$ cat config.mk
export PLATFORM = sky130hd
export DESIGN_NAME = ost_ctrl
export DESIGN_NICKNAME = d
export VERILOG_FILES = /design/src/verilog/ost_pkg.sv /design/src/verilog/ost_ctrl.sv
export VERILOG_INCLUDE_DIRS = /design/src /design/src/verilog
export SDC_FILE = /design/constraint.sdc
export NUM_CORES = 1
export LEC_CHECK = 0
export BUFFER_PORTS_ARGS = -buffer_cell sky130_fd_sc_hd__buf_4
export CAP_MARGIN = 25
export CORE_ASPECT_RATIO = 1.2
export CORE_MARGIN = 2
export CORE_UTILIZATION = 60
export CTS_BUF_LIST = sky130_fd_sc_hd__clkbuf_2
export CTS_CLUSTER_DIAMETER = 30
export CTS_CLUSTER_SIZE = 30
export DETAILED_ROUTE_END_ITERATION = 16
export HOLD_SLACK_MARGIN = 0.08
export PLACE_DENSITY_LB_ADDON = 0.12
export SLEW_MARGIN = 5
export SYNTH_ARGS = -nofsm -noshare
export SYNTH_HDL_FRONTEND = slang
export SYNTH_SLANG_ARGS = --single-unit
$ cat constraint.sdc
create_clock -name clock -period 4.24 [get_ports clock]
set_input_delay 0.212 -clock clock [delete_from_list [all_inputs] [get_ports clock]]
set_output_delay 0.212 -clock clock [all_outputs]
set_load 0.05 [all_outputs]
$ cat src/verilog/ost_regs.svh
// Register offsets, field positions, codes and timing counts for self-test
`ifndef OST_REGS_SVH
`define OST_REGS_SVH

// ------------------------------------------------------------
// Register byte offsets
// ------------------------------------------------------------
`define OST_CTRL_OFF 12'h000
`define OST_CMD_OFF 12'h004
`define OST_STAT_OFF 12'h008
`define OST_SPAN_OFF 12'h00C
`define OST_PEND_OFF 12'h010
`define OST_WORK_OFF 12'h014

// ------------------------------------------------------------
// Field positions
// ------------------------------------------------------------
`define OST_CTRL_SMART_EN 0
`define OST_CTRL_SCAN_EN 1
`define OST_CTRL_ABORT_BIT 2
`define OST_CMD_GO 31

// ------------------------------------------------------------
// Subcommand and status codes
// ------------------------------------------------------------
`define OST_SUB_COLLECT 8'h00
`define OST_SUB_SHORT 8'h01
`define OST_SUB_EXT 8'h02
`define OST_SUB_CONV 8'h03
`define OST_SUB_SEL 8'h04
`define OST_SUB_ABORT_A 8'h0F
`define OST_SUB_ABORT_B 8'h7F
`define OST_SUB_CAP_BASE 8'h81
`define OST_SUB_CAP_SEL 8'h84
`define OST_ST_OK 4'h0
`define OST_ST_HOST_ABORT 4'h1
`define OST_ST_RESET 4'h2
`define OST_ST_FAIL_READ 4'h7
`define OST_ST_RUN 4'hF
`define OST_OFF_NEVER 8'h00
`define OST_OFF_DONE 8'h02
`define OST_OFF_PROG 8'h03
`define OST_OFF_SUSP 8'h04
`define OST_OFF_ABORT 8'h05
`define OST_SPAN_NUM 3'h5
`define OST_SPAN_REMAIN 3'h6

// ------------------------------------------------------------
// Timing
// ------------------------------------------------------------
`define OST_CLK_MHZ 100
`define OST_SERVICE_S 2
`define OST_SERVICE_CYC (`OST_SERVICE_S * `OST_CLK_MHZ * 1000000)

`endif
$ cat src/verilog/ost_pkg.sv
// Types shared by the self-test controller
package ost_pkg;
	// Host command classes seen by the controller
	typedef enum logic [2:0] {
		OST_HC_OTHER,
		OST_HC_SLEEP,
		OST_HC_DISABLE,
		OST_HC_ENABLE,
		OST_HC_STANDBY,
		OST_HC_IDLE,
		OST_HC_WAKE
	} ost_hcmd_e;

	// Routine states
	typedef enum logic [2:0] {
		OST_IDLE,
		OST_RUN_OFF,
		OST_RUN_CAP,
		OST_SUSP,
		OST_PEND,
		OST_REMAIN
	} ost_state_e;

	// Status bits seen by host transport
	typedef struct packed {
		logic bsy;
		logic drdy;
		logic err;
	} ost_tf_s;

	// Selective log flags
	typedef struct packed {
		logic pending;
		logic active;
		logic [2:0] span;
	} ost_sel_s;
endpackage

$ cat src/verilog/ost_ctrl.sv
// Off-line and captive self-test controller with APB register access
//
// The address map and the APB slave port were chosen for this implementation.
`timescale 1ns/1ps
`include "ost_regs.svh"

module ost_ctrl
	import ost_pkg::*;
#(
	parameter int unsigned SERVICE_CYC = `OST_SERVICE_CYC,
	parameter int unsigned STEP_CYC = 1000
) (
	// Clock and reset
	input wire logic clock,
	input wire logic nrst,
	// APB slave
	input wire logic psel,
	input wire logic penable,
	input wire logic pwrite,
	input wire logic [11:0] paddr,
	input wire logic [31:0] pwdata,
	output logic [31:0] prdata,
	output logic pready,
	output logic pslverr,
	// Host command notice from transport, not an execute command
	input wire logic hcmd_valid,
	input wire logic [2:0] hcmd_kind,
	// Soft reset pulse from transport logic
	input wire logic soft_rst,
	// Media test engine feedback (same clock)
	input wire logic media_fail,
	// Task-file status and power outputs
	output ost_tf_s tf,
	output logic sleep_req,
	output logic standby_timer_ok,
	output logic scan_active
);

	// Routine flow: a start code moves idle to a run state; interrupting
	// host commands other than sleep park it in suspend; a selective test with the scan
	// flag set ends its spans and then runs the remainder scan, whose
	// pending flag survives a soft reset and restarts after a delay.

	// ------------------------------------------------------------
	// State
	// ------------------------------------------------------------
	ost_state_e st_q; // Routine state
	ost_state_e resume_q; // State left on suspend
	logic [7:0] sub_q; // Running subcommand
	logic [7:0] offst_q; // Off-line collection status
	logic [7:0] stst_q; // Self-test status byte
	ost_sel_s sel_q; // Selective log flags
	logic smart_en_q; // SMART enabled
	logic scan_en_q; // Remainder scan wanted
	logic [31:0] pend_q; // Pending delay in cycles
	// Counters are 32 bits so long pending delays never wrap
	logic [31:0] cnt_q; // Step or delay counter
	logic [31:0] svc_q; // Deadline counter
	logic cap_done_q; // Captive completion pulse
	logic [3:0] tenths_q; // Tenths remaining
	logic [7:0] last_cmd_q; // Last executed code

	// ------------------------------------------------------------
	// Decode helpers
	// ------------------------------------------------------------
	// Subcommand is a self-test (either mode)
	function automatic logic is_test(input logic [7:0] c);
		is_test = (c >= `OST_SUB_SHORT && c <= `OST_SUB_SEL) ||
			(c >= `OST_SUB_CAP_BASE && c <= `OST_SUB_CAP_SEL);
	endfunction

	// Subcommand is runnable at all; reserved/vendor codes refused
	// No routine starts for those, but last_cmd_q still records the code and the step count restarts
	function automatic logic is_known(input logic [7:0] c);
		is_known = (c <= `OST_SUB_SEL) ||
			(c >= `OST_SUB_CAP_BASE && c <= `OST_SUB_CAP_SEL);
	endfunction

	// Selective codes 4 and 132
	function automatic logic is_sel(input logic [7:0] c);
		is_sel = (c == `OST_SUB_SEL) || (c == `OST_SUB_CAP_SEL);
	endfunction

	// Either abort code
	function automatic logic is_abort(input logic [7:0] c);
		is_abort = (c == `OST_SUB_ABORT_A) ||
			(c == `OST_SUB_ABORT_B);
	endfunction

	// ------------------------------------------------------------
	// APB decode
	// ------------------------------------------------------------
	logic wr;
	logic rd_ok;
	logic cmd_wr;
	logic [7:0] cmd_code;
	logic running;
	ost_hcmd_e hk;

	// Writes land on the access edge, where pready is always high
	assign wr = psel && penable && pwrite;
	assign cmd_wr = wr && paddr == `OST_CMD_OFF && pwdata[`OST_CMD_GO];
	assign cmd_code = pwdata[7:0];
	assign hk = ost_hcmd_e'(hcmd_kind);
	assign running = st_q == OST_RUN_OFF || st_q == OST_RUN_CAP ||
		st_q == OST_REMAIN;
	// Single-cycle access phase, no wait states
	assign pready = 1'b1;

	// Read mux; unmapped offsets flag an error instead of aliasing
	always_comb begin
		rd_ok = 1'b1;
		unique case (paddr)
			`OST_CTRL_OFF: prdata = {29'h0, 1'b0, scan_en_q, smart_en_q};
			`OST_CMD_OFF: prdata = {24'h0, last_cmd_q};
			`OST_STAT_OFF: prdata = {13'h0, st_q, stst_q, offst_q};
			`OST_SPAN_OFF: prdata = {27'h0, sel_q};
			`OST_PEND_OFF: prdata = pend_q;
			`OST_WORK_OFF: prdata = svc_q;
			default: begin
				// Unmapped address reads zero and errors
				prdata = 32'h0;
				rd_ok = 1'b0;
			end
		endcase
	end
	assign pslverr = psel && penable && !rd_ok;

	// ------------------------------------------------------------
	// Configuration registers
	// ------------------------------------------------------------
	// Pending delay only changes while idle, so a wait in progress keeps
	// the value it started with
	always_ff @(posedge clock or negedge nrst) begin
		if (!nrst) begin
			scan_en_q <= 1'b0;
			pend_q <= 32'h0000_0064;
		end else if (wr && paddr == `OST_CTRL_OFF &&
			st_q != OST_RUN_OFF) begin
			// Log flags frozen only while an off-line routine runs
			scan_en_q <= pwdata[`OST_CTRL_SCAN_EN];
		end else if (wr && paddr == `OST_PEND_OFF && st_q == OST_IDLE) begin
			pend_q <= pwdata;
		end
	end

	// SMART enable follows host commands and control writes
	// Host enable and disable commands win over a register write in the same cycle
	always_ff @(posedge clock or negedge nrst) begin
		if (!nrst) begin
			smart_en_q <= 1'b1;
		end else if (hcmd_valid && hk == OST_HC_DISABLE) begin
			smart_en_q <= 1'b0;
		end else if (hcmd_valid && hk == OST_HC_ENABLE) begin
			smart_en_q <= 1'b1;
		end else if (wr && paddr == `OST_CTRL_OFF) begin
			smart_en_q <= pwdata[`OST_CTRL_SMART_EN];
		end
	end

	// ------------------------------------------------------------
	// Service deadline counter
	// ------------------------------------------------------------
	// Counts from an interrupting command; the state machine acts in
	// the same cycle, so the count only proves the bound is met.
	// It saturates at the bound so software can read whether it was hit.
	always_ff @(posedge clock or negedge nrst) begin
		if (!nrst) begin
			svc_q <= 32'h0;
		end else if (hcmd_valid && running) begin
			svc_q <= 32'h1;
		end else if (svc_q != 32'h0 && svc_q < SERVICE_CYC) begin
			svc_q <= svc_q + 32'h1;
		end
	end

	// ------------------------------------------------------------
	// Routine state machine
	// ------------------------------------------------------------
	logic step_done;
	assign step_done = cnt_q >= STEP_CYC;

	// One process owns the routine: each event maps to exactly one of
	// start, suspend, resume or abort, taken in priority order below.
	always_ff @(posedge clock or negedge nrst) begin
		if (!nrst) begin
			st_q <= OST_IDLE;
			resume_q <= OST_IDLE;
			sub_q <= 8'h00;
			offst_q <= `OST_OFF_NEVER;
			stst_q <= {`OST_ST_OK, 4'h0};
			sel_q <= '0;
			cnt_q <= 32'h0;
			tenths_q <= 4'h0;
			last_cmd_q <= 8'h00;
			cap_done_q <= 1'b0;
		end else begin
			cap_done_q <= 1'b0;
			// Progress is frozen while suspended, so a resume picks up
			// where it stopped instead of finishing a step at once
			if (st_q != OST_SUSP) begin
				cnt_q <= cnt_q + 32'h1;
			end
			if (soft_rst) begin
				// Only a pending remainder scan survives
				if (!sel_q.pending) begin
					if (st_q != OST_IDLE && is_test(sub_q)) begin
						stst_q <= {`OST_ST_RESET, 4'h0};
					end
					st_q <= OST_IDLE;
				end else begin
					// Pending scan survives; restart waits out the delay
					st_q <= OST_PEND;
					sel_q.active <= 1'b0;
					cnt_q <= 32'h0;
				end
			end else if (cmd_wr && smart_en_q && st_q != OST_RUN_CAP) begin
				// Captive runs lock out new starts until they complete
				last_cmd_q <= cmd_code;
				cnt_q <= 32'h0;
				if (is_abort(cmd_code)) begin
					// Abort any stage but a captive run, including remainder scan
					if (st_q != OST_IDLE) begin
						st_q <= OST_IDLE;
						stst_q <= {`OST_ST_HOST_ABORT, 4'h0};
						sel_q <= '0;
					end
				end else if (is_known(cmd_code)) begin
					// Old routine dropped, new one started
					sub_q <= cmd_code;
					sel_q <= '0;
					tenths_q <= 4'h9;
					if (cmd_code[7]) begin
						st_q <= OST_RUN_CAP;
						stst_q <= {`OST_ST_RUN, 4'h9};
					end else begin
						// Completion is immediate, routine follows
						st_q <= OST_RUN_OFF;
						if (cmd_code == `OST_SUB_COLLECT) begin
							offst_q <= `OST_OFF_PROG;
						end else begin
							stst_q <= {`OST_ST_RUN, 4'h9};
						end
					end
				end
			end else if (hcmd_valid && running && st_q != OST_RUN_CAP) begin
				// Captive runs hold busy, so the host cannot reach them here
				unique case (hk)
					OST_HC_SLEEP: begin
						// Self-test must abort; collection aborts too
						st_q <= OST_IDLE;
						if (is_test(sub_q)) begin
							stst_q <= {`OST_ST_HOST_ABORT, 4'h0};
						end else begin
							offst_q <= `OST_OFF_ABORT;
						end
					end
					default: begin
						// Suspend and later resume
						resume_q <= st_q;
						st_q <= OST_SUSP;
						if (sub_q == `OST_SUB_COLLECT) begin
							offst_q <= `OST_OFF_SUSP;
						end
					end
				endcase
			end else begin
				unique case (st_q)
					OST_IDLE: begin
					end
					OST_SUSP: begin
						// Standby, idle and sleep leave the routine parked
						// Ordinary commands resume at once
						if (hcmd_valid && smart_en_q &&
							(hk == OST_HC_OTHER || hk == OST_HC_WAKE ||
							hk == OST_HC_ENABLE)) begin
							st_q <= resume_q;
							if (sub_q == `OST_SUB_COLLECT) begin
								offst_q <= `OST_OFF_PROG;
							end
						end
					end
					OST_RUN_OFF, OST_RUN_CAP: begin
						if (is_test(sub_q) && media_fail) begin
							// Early stop on failure
							st_q <= OST_IDLE;
							stst_q <= {`OST_ST_FAIL_READ, tenths_q};
							cap_done_q <= st_q == OST_RUN_CAP;
							sel_q <= '0;
						end else if (step_done) begin
							cnt_q <= 32'h0;
							if (is_sel(sub_q)) begin
								sel_q.span <= sel_q.span + 3'h1;
							end
							if (tenths_q != 4'h0) begin
								tenths_q <= tenths_q - 4'h1;
								if (is_test(sub_q)) begin
									stst_q <= {`OST_ST_RUN, tenths_q - 4'h1};
								end
							end else if (is_sel(sub_q) && scan_en_q) begin
								// Either mode: a captive command completes
								// here and the scan goes on in background
								st_q <= OST_REMAIN;
								sel_q <= '{pending: 1'b1, active: 1'b1,
									span: `OST_SPAN_REMAIN};
								stst_q <= {`OST_ST_OK, 4'h0};
								offst_q <= `OST_OFF_PROG;
							end else begin
								st_q <= OST_IDLE;
								cap_done_q <= st_q == OST_RUN_CAP;
								if (sub_q == `OST_SUB_COLLECT) begin
									offst_q <= `OST_OFF_DONE;
								end else begin
									stst_q <= {`OST_ST_OK, 4'h0};
								end
							end
						end
					end
					OST_PEND: begin
						// Wait pending time after power-up
						sel_q.active <= 1'b0;
						if (cnt_q >= pend_q) begin
							st_q <= OST_REMAIN;
							sel_q.active <= 1'b1;
							cnt_q <= 32'h0;
						end
					end
					OST_REMAIN: begin
						// A sleep here leaves pending set for the restart
						// Errors here are swallowed, never reported
						if (step_done) begin
							st_q <= OST_IDLE;
							sel_q <= '0;
							offst_q <= `OST_OFF_DONE;
						end
					end
				endcase
			end
			// Power-up with pending flag held in log resumes via delay
			// (also reached when sleep ends a scan with pending set)
			if (!soft_rst && st_q == OST_IDLE && sel_q.pending) begin
				st_q <= OST_PEND;
				cnt_q <= 32'h0;
			end
		end
	end

	// ------------------------------------------------------------
	// Task-file and power outputs
	// ------------------------------------------------------------
	// Busy only while a captive test holds the command
	always_ff @(posedge clock or negedge nrst) begin
		if (!nrst) begin
			tf <= '{bsy: 1'b0, drdy: 1'b1, err: 1'b0};
		end else if (st_q == OST_RUN_CAP && !cap_done_q) begin
			tf <= '{bsy: 1'b1, drdy: 1'b0, err: 1'b0};
		end else begin
			// Off-line routines never raise busy; the error flag marks a
			// failed captive test until the host issues the next command
			tf <= '{bsy: 1'b0, drdy: 1'b1,
				err: !cmd_wr && (tf.err || (cap_done_q &&
				stst_q[7:4] == `OST_ST_FAIL_READ))};
		end
	end

	// Power-side outputs; the standby timer is held off while a routine
	// runs or waits out its pending delay, but not while it is suspended
	always_ff @(posedge clock or negedge nrst) begin
		if (!nrst) begin
			sleep_req <= 1'b0;
			standby_timer_ok <= 1'b1;
			scan_active <= 1'b0;
		end else begin
			sleep_req <= hcmd_valid && hk == OST_HC_SLEEP;
			standby_timer_ok <= !(running || st_q == OST_PEND);
			scan_active <= st_q == OST_REMAIN;
		end
	end

endmodule

==> results.sh, run 1 <==
export IMPL_status="finished, final reports clean"
export IMPL_ant_nets=0
export IMPL_synth_xor_area_share_pct=5.59
export IMPL_internal_power_uw=2480
export IMPL_maxSlewViolCount=0
export IMPL_syn_num_nets=1094
export IMPL_hold_end="cap_done_q$_DFF_PN0_"
export IMPL_synth_async_sr_flop_share_pct=100
export IMPL_peakVddDrop_v=0.000169
export IMPL_clkLatencyLatePin_ps=750
export IMPL_arrival_ps=3900
export IMPL_r2r_start="st_q[0]$_DFFE_PN0P_"
export IMPL_gp_congestion=0.964
export IMPL_grt_busiest_layer="met2"
export IMPL_holdWs_ps=153
export IMPL_setup_viol=0
export IMPL_crit_type="reg -> reg"
export IMPL_path_max_fanout=19
export IMPL_cts_sinks=147
export IMPL_drv_cap=0
export IMPL_finalPower_uw=3930
export IMPL_min_period_ps=3240
export IMPL_syn2layout_area_growth_pct=18.7
export IMPL_wl_per_cell_um=19.7
export IMPL_drc=0
export IMPL_syn_inst=1001
export IMPL_die_area_mm2=0.0161
export IMPL_worst_slew_pin_slew_ps=902
export IMPL_rows=49
export IMPL_htreeDepth=4
export IMPL_die_w_um=116
export IMPL_timing_rr_end="stst_q[1]$_DFFE_PN0P_"
export IMPL_p_clk_share_pct=25.1
export IMPL_drive_gt1_share_pct=18.9
export IMPL_cts_tree="built"
export IMPL_synth_top_family_by_area="simple AND/OR/NAND/NOR gates"
export IMPL_drt_wl_total_um=26600
export IMPL_maxSlewHeadroom_pct=39.4
export IMPL_pwr_share_comb_pct=26.6
export IMPL_yosysSeqAreaShare_pct=40.6
export IMPL_yosysMostFrequentCell="dfrtp_1"
export IMPL_nets=1222
export IMPL_first_pass_iters=5
export IMPL_grt_pass1_wl_um=42500
export IMPL_dpl_worst_slack_ps=1120
export IMPL_antenna_found_initial=1
export IMPL_die_y_um=139
export IMPL_synth_top_area_cell="dfrtp_1"
export IMPL_core_area_mm2=0.0149
export IMPL_rr_worst_depth=7
export IMPL_synth_edf_count=0
export IMPL_clock_path_buffers=2
export IMPL_drt_iter0_markers=606
export IMPL_met1_usage_pct=41.3
export IMPL_power_switching_uw=1450
export IMPL_ios=95
export IMPL_leakagePower_uw=0.00491
export IMPL_synth_cell_types=74
export IMPL_hp_start="media_fail"
export IMPL_start_util_pct=61.0
export IMPL_dpl_hpwl_um=18800
export IMPL_port_buffers=93
export IMPL_synth_seq_cells=147
export IMPL_muxShareOfSynthArea_pct=8.51
export IMPL_vias_per_cell=6.20
export IMPL_grt_max_degree=66
export IMPL_grt_usage_pct=34.2
export IMPL_holdPathStages=6
export IMPL_cts_buffers=17
export IMPL_vias=8347
export IMPL_clk_pin_slew_ps=210
export IMPL_gr_usage_met2_pct=56.9
export IMPL_tns_ps=0
export IMPL_synth_top_cell_area_share_pct=38.9
export IMPL_synth_fa_ha_area_share_pct=5.24
export IMPL_min_path_type="in -> reg"
export IMPL_rrSetupSlack_ps=1000
export IMPL_synthTopCellsByCount="dfrtp_1, nand2_1, nor2_1"
export IMPL_root_buffer="clkbuf_2"
export IMPL_rsz0062_at_grt="false"
export IMPL_overflow=0
export IMPL_p_sw_share_pct=37.0
export IMPL_finalInstanceArea_mm2=0.0108
export IMPL_synthFlopType="dfrtp_1"
export IMPL_fmax_mhz=308
export IMPL_grt_use_met3_pct=7.08
export IMPL_finalWorstSetupSlack_ps=996
export IMPL_grt_pass1_vias=8242
export IMPL_dpl_cell_area_mm2=0.0100
export IMPL_hold_viol=0
export IMPL_synth_area_leaders="dfrtp_1, mux2_2, ha_1"
export IMPL_synth_compound_area_share_pct=14.8
export IMPL_start_kind="register"
export IMPL_power_density_mw_per_mm2=365
export IMPL_cts_resized=0
export IMPL_required_ps=4900
export IMPL_worstSetupEndpointType="register"
export IMPL_final_fill_count=1135
export IMPL_fin_crit_sh_pct=76.5
export IMPL_avgSynthCellArea_um2=9.07
export IMPL_syn_cell_area_mm2=0.00908
export IMPL_seq_power_share_pct=48.3
export IMPL_skew_ps=29.0
export IMPL_yosys_area_share_simple_pct=21.1
export IMPL_yosys_warnings=0
==> per-stage QoR <==
stage / utilization (%) / instances
2_1_floorplan: - / 1001
3_3_place_gp: 67.1 / 1269
3_5_place_dp: 67.1 / 1269
4_1_cts: 72.3 / 1346
5_1_grt: 72.3 / 1347
6_report: 72.3 / 1347
==> sequential cells by signal (all words and copies together) (netlist names), 3 cells and up <==
register,count
cnt_q,32
last_cmd_q,8
offst_q,3
pend_q,32
resume_q,3
sel_q,5
st_q,3
stst_q,8
sub_q,8
svc_q,32
tenths_q,4
tf,3
==> what timing repair did <==
action	4_1_cts	5_1_grt
setup buffers	0	0
hold buffers	45	0
endpoints found under the setup margin	0	0
endpoints found under the hold margin	222	0
==> final cells by class <==
cell class | count | area [um^2] | share of cell area (%)
inverters | 54 | 203 | 1.88
diodes | 1 | 2.50 | 0.0232
repair buffers | 154 | 1290 | 12.0
clock inverters | 13 | 206 | 1.92
flip-flops and latches | 147 | 3690 | 34.2
multi-input cells | 755 | 5040 | 46.7
clock buffers | 19 | 95.1 | 0.882
well taps | 204 | 255 | 2.37
==> layout by cell type, fill, tap and decap left out, types with 7 or more instances in the layout <==
| master | instances |
|---|---|
| mux2i_1 | 21 |
| a21oi_1 | 75 |
| nand3_1 | 25 |
| o31ai_1 | 7 |
| dlygate4sd3_1 | 44 |
| mux2_2 | 50 |
| o21ai_0 | 36 |
| xor2_1 | 25 |
| xnor2_1 | 33 |
| nand2_1 | 101 |
| a221oi_1 | 14 |
| nor2b_1 | 15 |
| nor2_1 | 96 |
| or3_1 | 9 |
| clkbuf_2 | 19 |
| nor4_1 | 18 |
| nand2b_1 | 10 |
| nor3_1 | 27 |
| inv_1 | 54 |
| and2_1 | 9 |
| a21o_1 | 8 |
| ha_1 | 38 |
| and3_1 | 14 |
| buf_4 | 108 |
| nand4_1 | 24 |
| dfrtp_1 | 141 |
==> logic make-up (layout without fill, tap and decap cells) <==
group / count (synthesis) / count (layout)
buffers and inverters: 99 / 240
other: 1 / 2
AND/OR/NAND/NOR: 382 / 382
AO/OA/AOI/OAI: 205 / 205
multiplexers: 71 / 71
flip-flops: 147 / 147
adder cells (fa/ha/maj): 38 / 38
XOR/XNOR: 58 / 58
==> critical path, stage by stage (launching register included) <==
cell and delay, ps:
dfrtp_1 820, or3b_2 290, nand4_1 160, nor2_1 690, nor2_1 260, a22oi_1 380
o22ai_2 240, mux2_2 320
==> layer usage <==
metal  up-vias  share of wire (%)  wire, um
li1       3856                  -         -
met1      4022                 39     10300
met2       355                 50     13200
met3       114                6.8      1810
met4         0                5.1      1350
met5         -                  0         0
==> worst max path at each step <==
stage / startpoint / depth (start not counted) / endpoint / slack (ps)
global placement: paddr[2] / 8 / stst_q[2]$_DFFE_PN0P_ / 1200
CTS: st_q[0]$_DFFE_PN0P_ / 7 / stst_q[2]$_DFFE_PN0P_ / 1130
detailed placement: paddr[2] / 8 / stst_q[2]$_DFFE_PN0P_ / 1120
floorplan: cnt_q[29]$_DFF_PN0_ / 9 / cnt_q[0]$_DFF_PN0_ / 1630
global route: st_q[0]$_DFFE_PN0P_ / 7 / stst_q[2]$_DFFE_PN0P_ / 900
finish: st_q[0]$_DFFE_PN0P_ / 7 / stst_q[1]$_DFFE_PN0P_ / 1000
==> power groups by stage <==
stage                     Combinational, uW  Sequential [uW]  Clock (uW)
after floorplan                         729             1810           0
after global placement                  972             1910           0
after detailed placement                990             1920           0
after CTS                              1040             1890         998
after global routing                   1160             1930        1060
final                                  1040             1900         987
No activity file was read; power rests on OpenSTA's default activity.
==> run 2, diff against run 1 <==
- CORE_UTILIZATION: 60 -> 56
- clock period: 4.24 -> 2.9 ns (I/O delays scaled with it)
==> run 2 against run 1 <==
Flip-flop and latch count unchanged. Largest cell class unchanged. Sequential power up 44%. Clock skew down 11 ps. Count of clock-buffer cells in the layout down 1. Power up 47%. Design area up 2.3%. Global-route usage down 1.4 points. Via count down 0.54%. Maximum frequency up 17%. Cell count up 3.0%. Worst setup slack worse by 870 ps. Critical path depth unchanged.
==> results.sh, run 2 (synthesis results as in run 1) <==
export IMPL_status="finished, final reports clean"
export IMPL_min_period_ps=2780
export IMPL_finalWorstSetupSlack_ps=123
export IMPL_rrSetupSlack_ps=120
export IMPL_start_util_pct=56.5
export IMPL_finalPower_uw=5770
export IMPL_antenna_found_initial=2
export IMPL_ios=95
export IMPL_holdPathStages=5
export IMPL_drv_cap=0
export IMPL_p_sw_share_pct=37.5
export IMPL_cpMaxStageDelayCell="or4_4"
export IMPL_worst_slew_pin_slew_ps=691
export IMPL_timing_rr_end="offst_q[0]$_DFFE_PN0P_"
export IMPL_die_area_mm2=0.0173
export IMPL_cts_tree="built"
export IMPL_skew_ps=17.5
export IMPL_min_path_type="in -> reg"
export IMPL_drive_gt1_share_pct=21.1
export IMPL_dpl_worst_slack_ps=178
export IMPL_maxSlewViolCount=0
export IMPL_crit_chain="or4_4, or4_4, or3b_1, a32o_1, a21o_1, a2111oi_2, a21oi_2"
export IMPL_layout_cells_most_common_list="dfrtp_1, buf_4, nand2_1"
export IMPL_grt_usage_pct=32.8
export IMPL_worstSetupEndpointType="register"
export IMPL_required_ps=3550
export IMPL_tns_ps=0
export IMPL_clkLatencyLatePin_ps=750
export IMPL_grt_pass1_wl_um=43300
export IMPL_crit_top_cell="or4_4"
export IMPL_vias=8302
export IMPL_setup_viol=0
export IMPL_rsz0062_at_grt="false"
export IMPL_drc=0
export IMPL_first_pass_iters=5
export IMPL_fin_crit_sh_pct=95.8
export IMPL_slowest_delay_ps=590
export IMPL_cts_buffers=17
export IMPL_instances_no_fill=1387
export IMPL_syn2layout_area_growth_pct=21.4
export IMPL_reg_largest_list="cnt_q: 32 flops, pend_q: 32 flops, svc_q: 32 flops"
export IMPL_internal_power_uw=3600
export IMPL_wl_per_cell_um=20.0
export IMPL_drt_iter0_markers=721
export IMPL_htreeDepth=4
export IMPL_vias_per_cell=5.99
export IMPL_dpl_hpwl_um=19800
export IMPL_peakVddDrop_v=0.000285
export IMPL_gp_congestion=0.956
export IMPL_final_common_cell="dfrtp_1"
export IMPL_grt_pass1_vias=8128
export IMPL_clk_pin_slew_ps=210
export IMPL_dpl_cell_count=1307
export IMPL_rows=51
export IMPL_hold_end="resume_q[0]$_DFFE_PN0P_"
export IMPL_maxSlewHeadroom_pct=53.9
export IMPL_rr_worst_depth=7
export IMPL_grt_max_degree=76
export IMPL_port_buffers=93
export IMPL_r2r_start="sub_q[3]$_DFFE_PN0P_"
export IMPL_die_w_um=120
export IMPL_nets=1253
export IMPL_path_max_fanout=4
export IMPL_drt_wl_total_um=27700
export IMPL_crit_type="reg -> reg"
export IMPL_clock_path_buffers=2
export IMPL_leakagePower_uw=0.00507
export IMPL_seq_power_share_pct=47.5
export IMPL_die_y_um=144
export IMPL_overflow=0
export IMPL_power_density_mw_per_mm2=523
export IMPL_p_clk_share_pct=23.2
export IMPL_hp_start="hcmd_kind[1]"
export IMPL_hold_viol=0
export IMPL_power_switching_uw=2160
export IMPL_cp_startpoint="sub_q[3]$_DFFE_PN0P_"
export IMPL_fmax_mhz=360
export IMPL_start_kind="register"
export IMPL_final_fill_count=1328
export IMPL_cts_sinks=147
export IMPL_pwr_share_comb_pct=29.3
export IMPL_ant_nets=0
export IMPL_arrival_ps=3430
export IMPL_cts_setup_buffers=0
export IMPL_root_buffer="clkbuf_2"
export IMPL_core_area_mm2=0.0161
-- run 2: worst max path at each step --
stage	slack, ps	endpoint	depth (start not counted)
2_1_floorplan	290	cnt_q[0]$_DFF_PN0_	9
3_3_place_gp	230	stst_q[2]$_DFFE_PN0P_	7
3_5_place_dp	180	cnt_q[1]$_DFF_PN0_	9
4_1_cts	130	cnt_q[1]$_DFF_PN0_	9
5_1_grt	10	cnt_q[1]$_DFF_PN0_	10
6_report	120	offst_q[0]$_DFFE_PN0P_	7
-- run 2: final cells by class --
type | instances | area (um^2) | area share [%]
Antenna cell | 2 | 5.00 | 0.0454
Clock inverter | 14 | 186 | 1.69
Timing Repair Buffer | 185 | 1540 | 14.0
Multi-Input combinational cell | 755 | 5050 | 45.8
Clock buffer | 18 | 90.1 | 0.817
Tap cell | 212 | 265 | 2.41
Sequential cell | 147 | 3690 | 33.4
Inverter | 54 | 203 | 1.84
-- run 2: metrics by stage --
step           util (%)  hold slack, ps  area [um^2]
2_1_floorplan         -            -151         9080
3_3_place_gp       63.7             253        10300
3_5_place_dp       63.7             249        10300
4_1_cts            68.4            97.1        11000
5_1_grt            68.5            96.9        11000
6_report           68.5             155        11000
-- run 2: worst max-delay path, delay by kind of cell (launching register included) --
kind | cells | cell delay (ps)
AO/OA/AOI/OAI | 4 | 740
flip-flops | 1 | 460
AND/OR/NAND/NOR | 3 | 1490
-- run 2: what timing repair did --
action | in CTS | in global routing
hold buffers | 46 | 0
setup endpoints to repair | 0 | 32
hold endpoints to repair | 281 | 0
gates resized for setup | 0 | 3
-- run 2: routing by layer --
layer / vias to the layer above / global-route usage [%] / part of all wire [%]
met5: - / 0 / 0
met4: 0 / 15.4 / 4.3
met3: 80 / 7.14 / 5.6
met2: 293 / 57.0 / 51
met1: 4017 / 38.7 / 39
li1: 3912 / - / -
-- run 2: power groups by stage --
stage | clock [uW] | combinational, uW | sequential (uW)
floorplan | 0 | 1070 | 2650
finish | 1340 | 1690 | 2740
global placement | 0 | 1580 | 2750
global route | 1450 | 1860 | 2790
CTS | 1360 | 1670 | 2730
detailed placement | 0 | 1610 | 2760
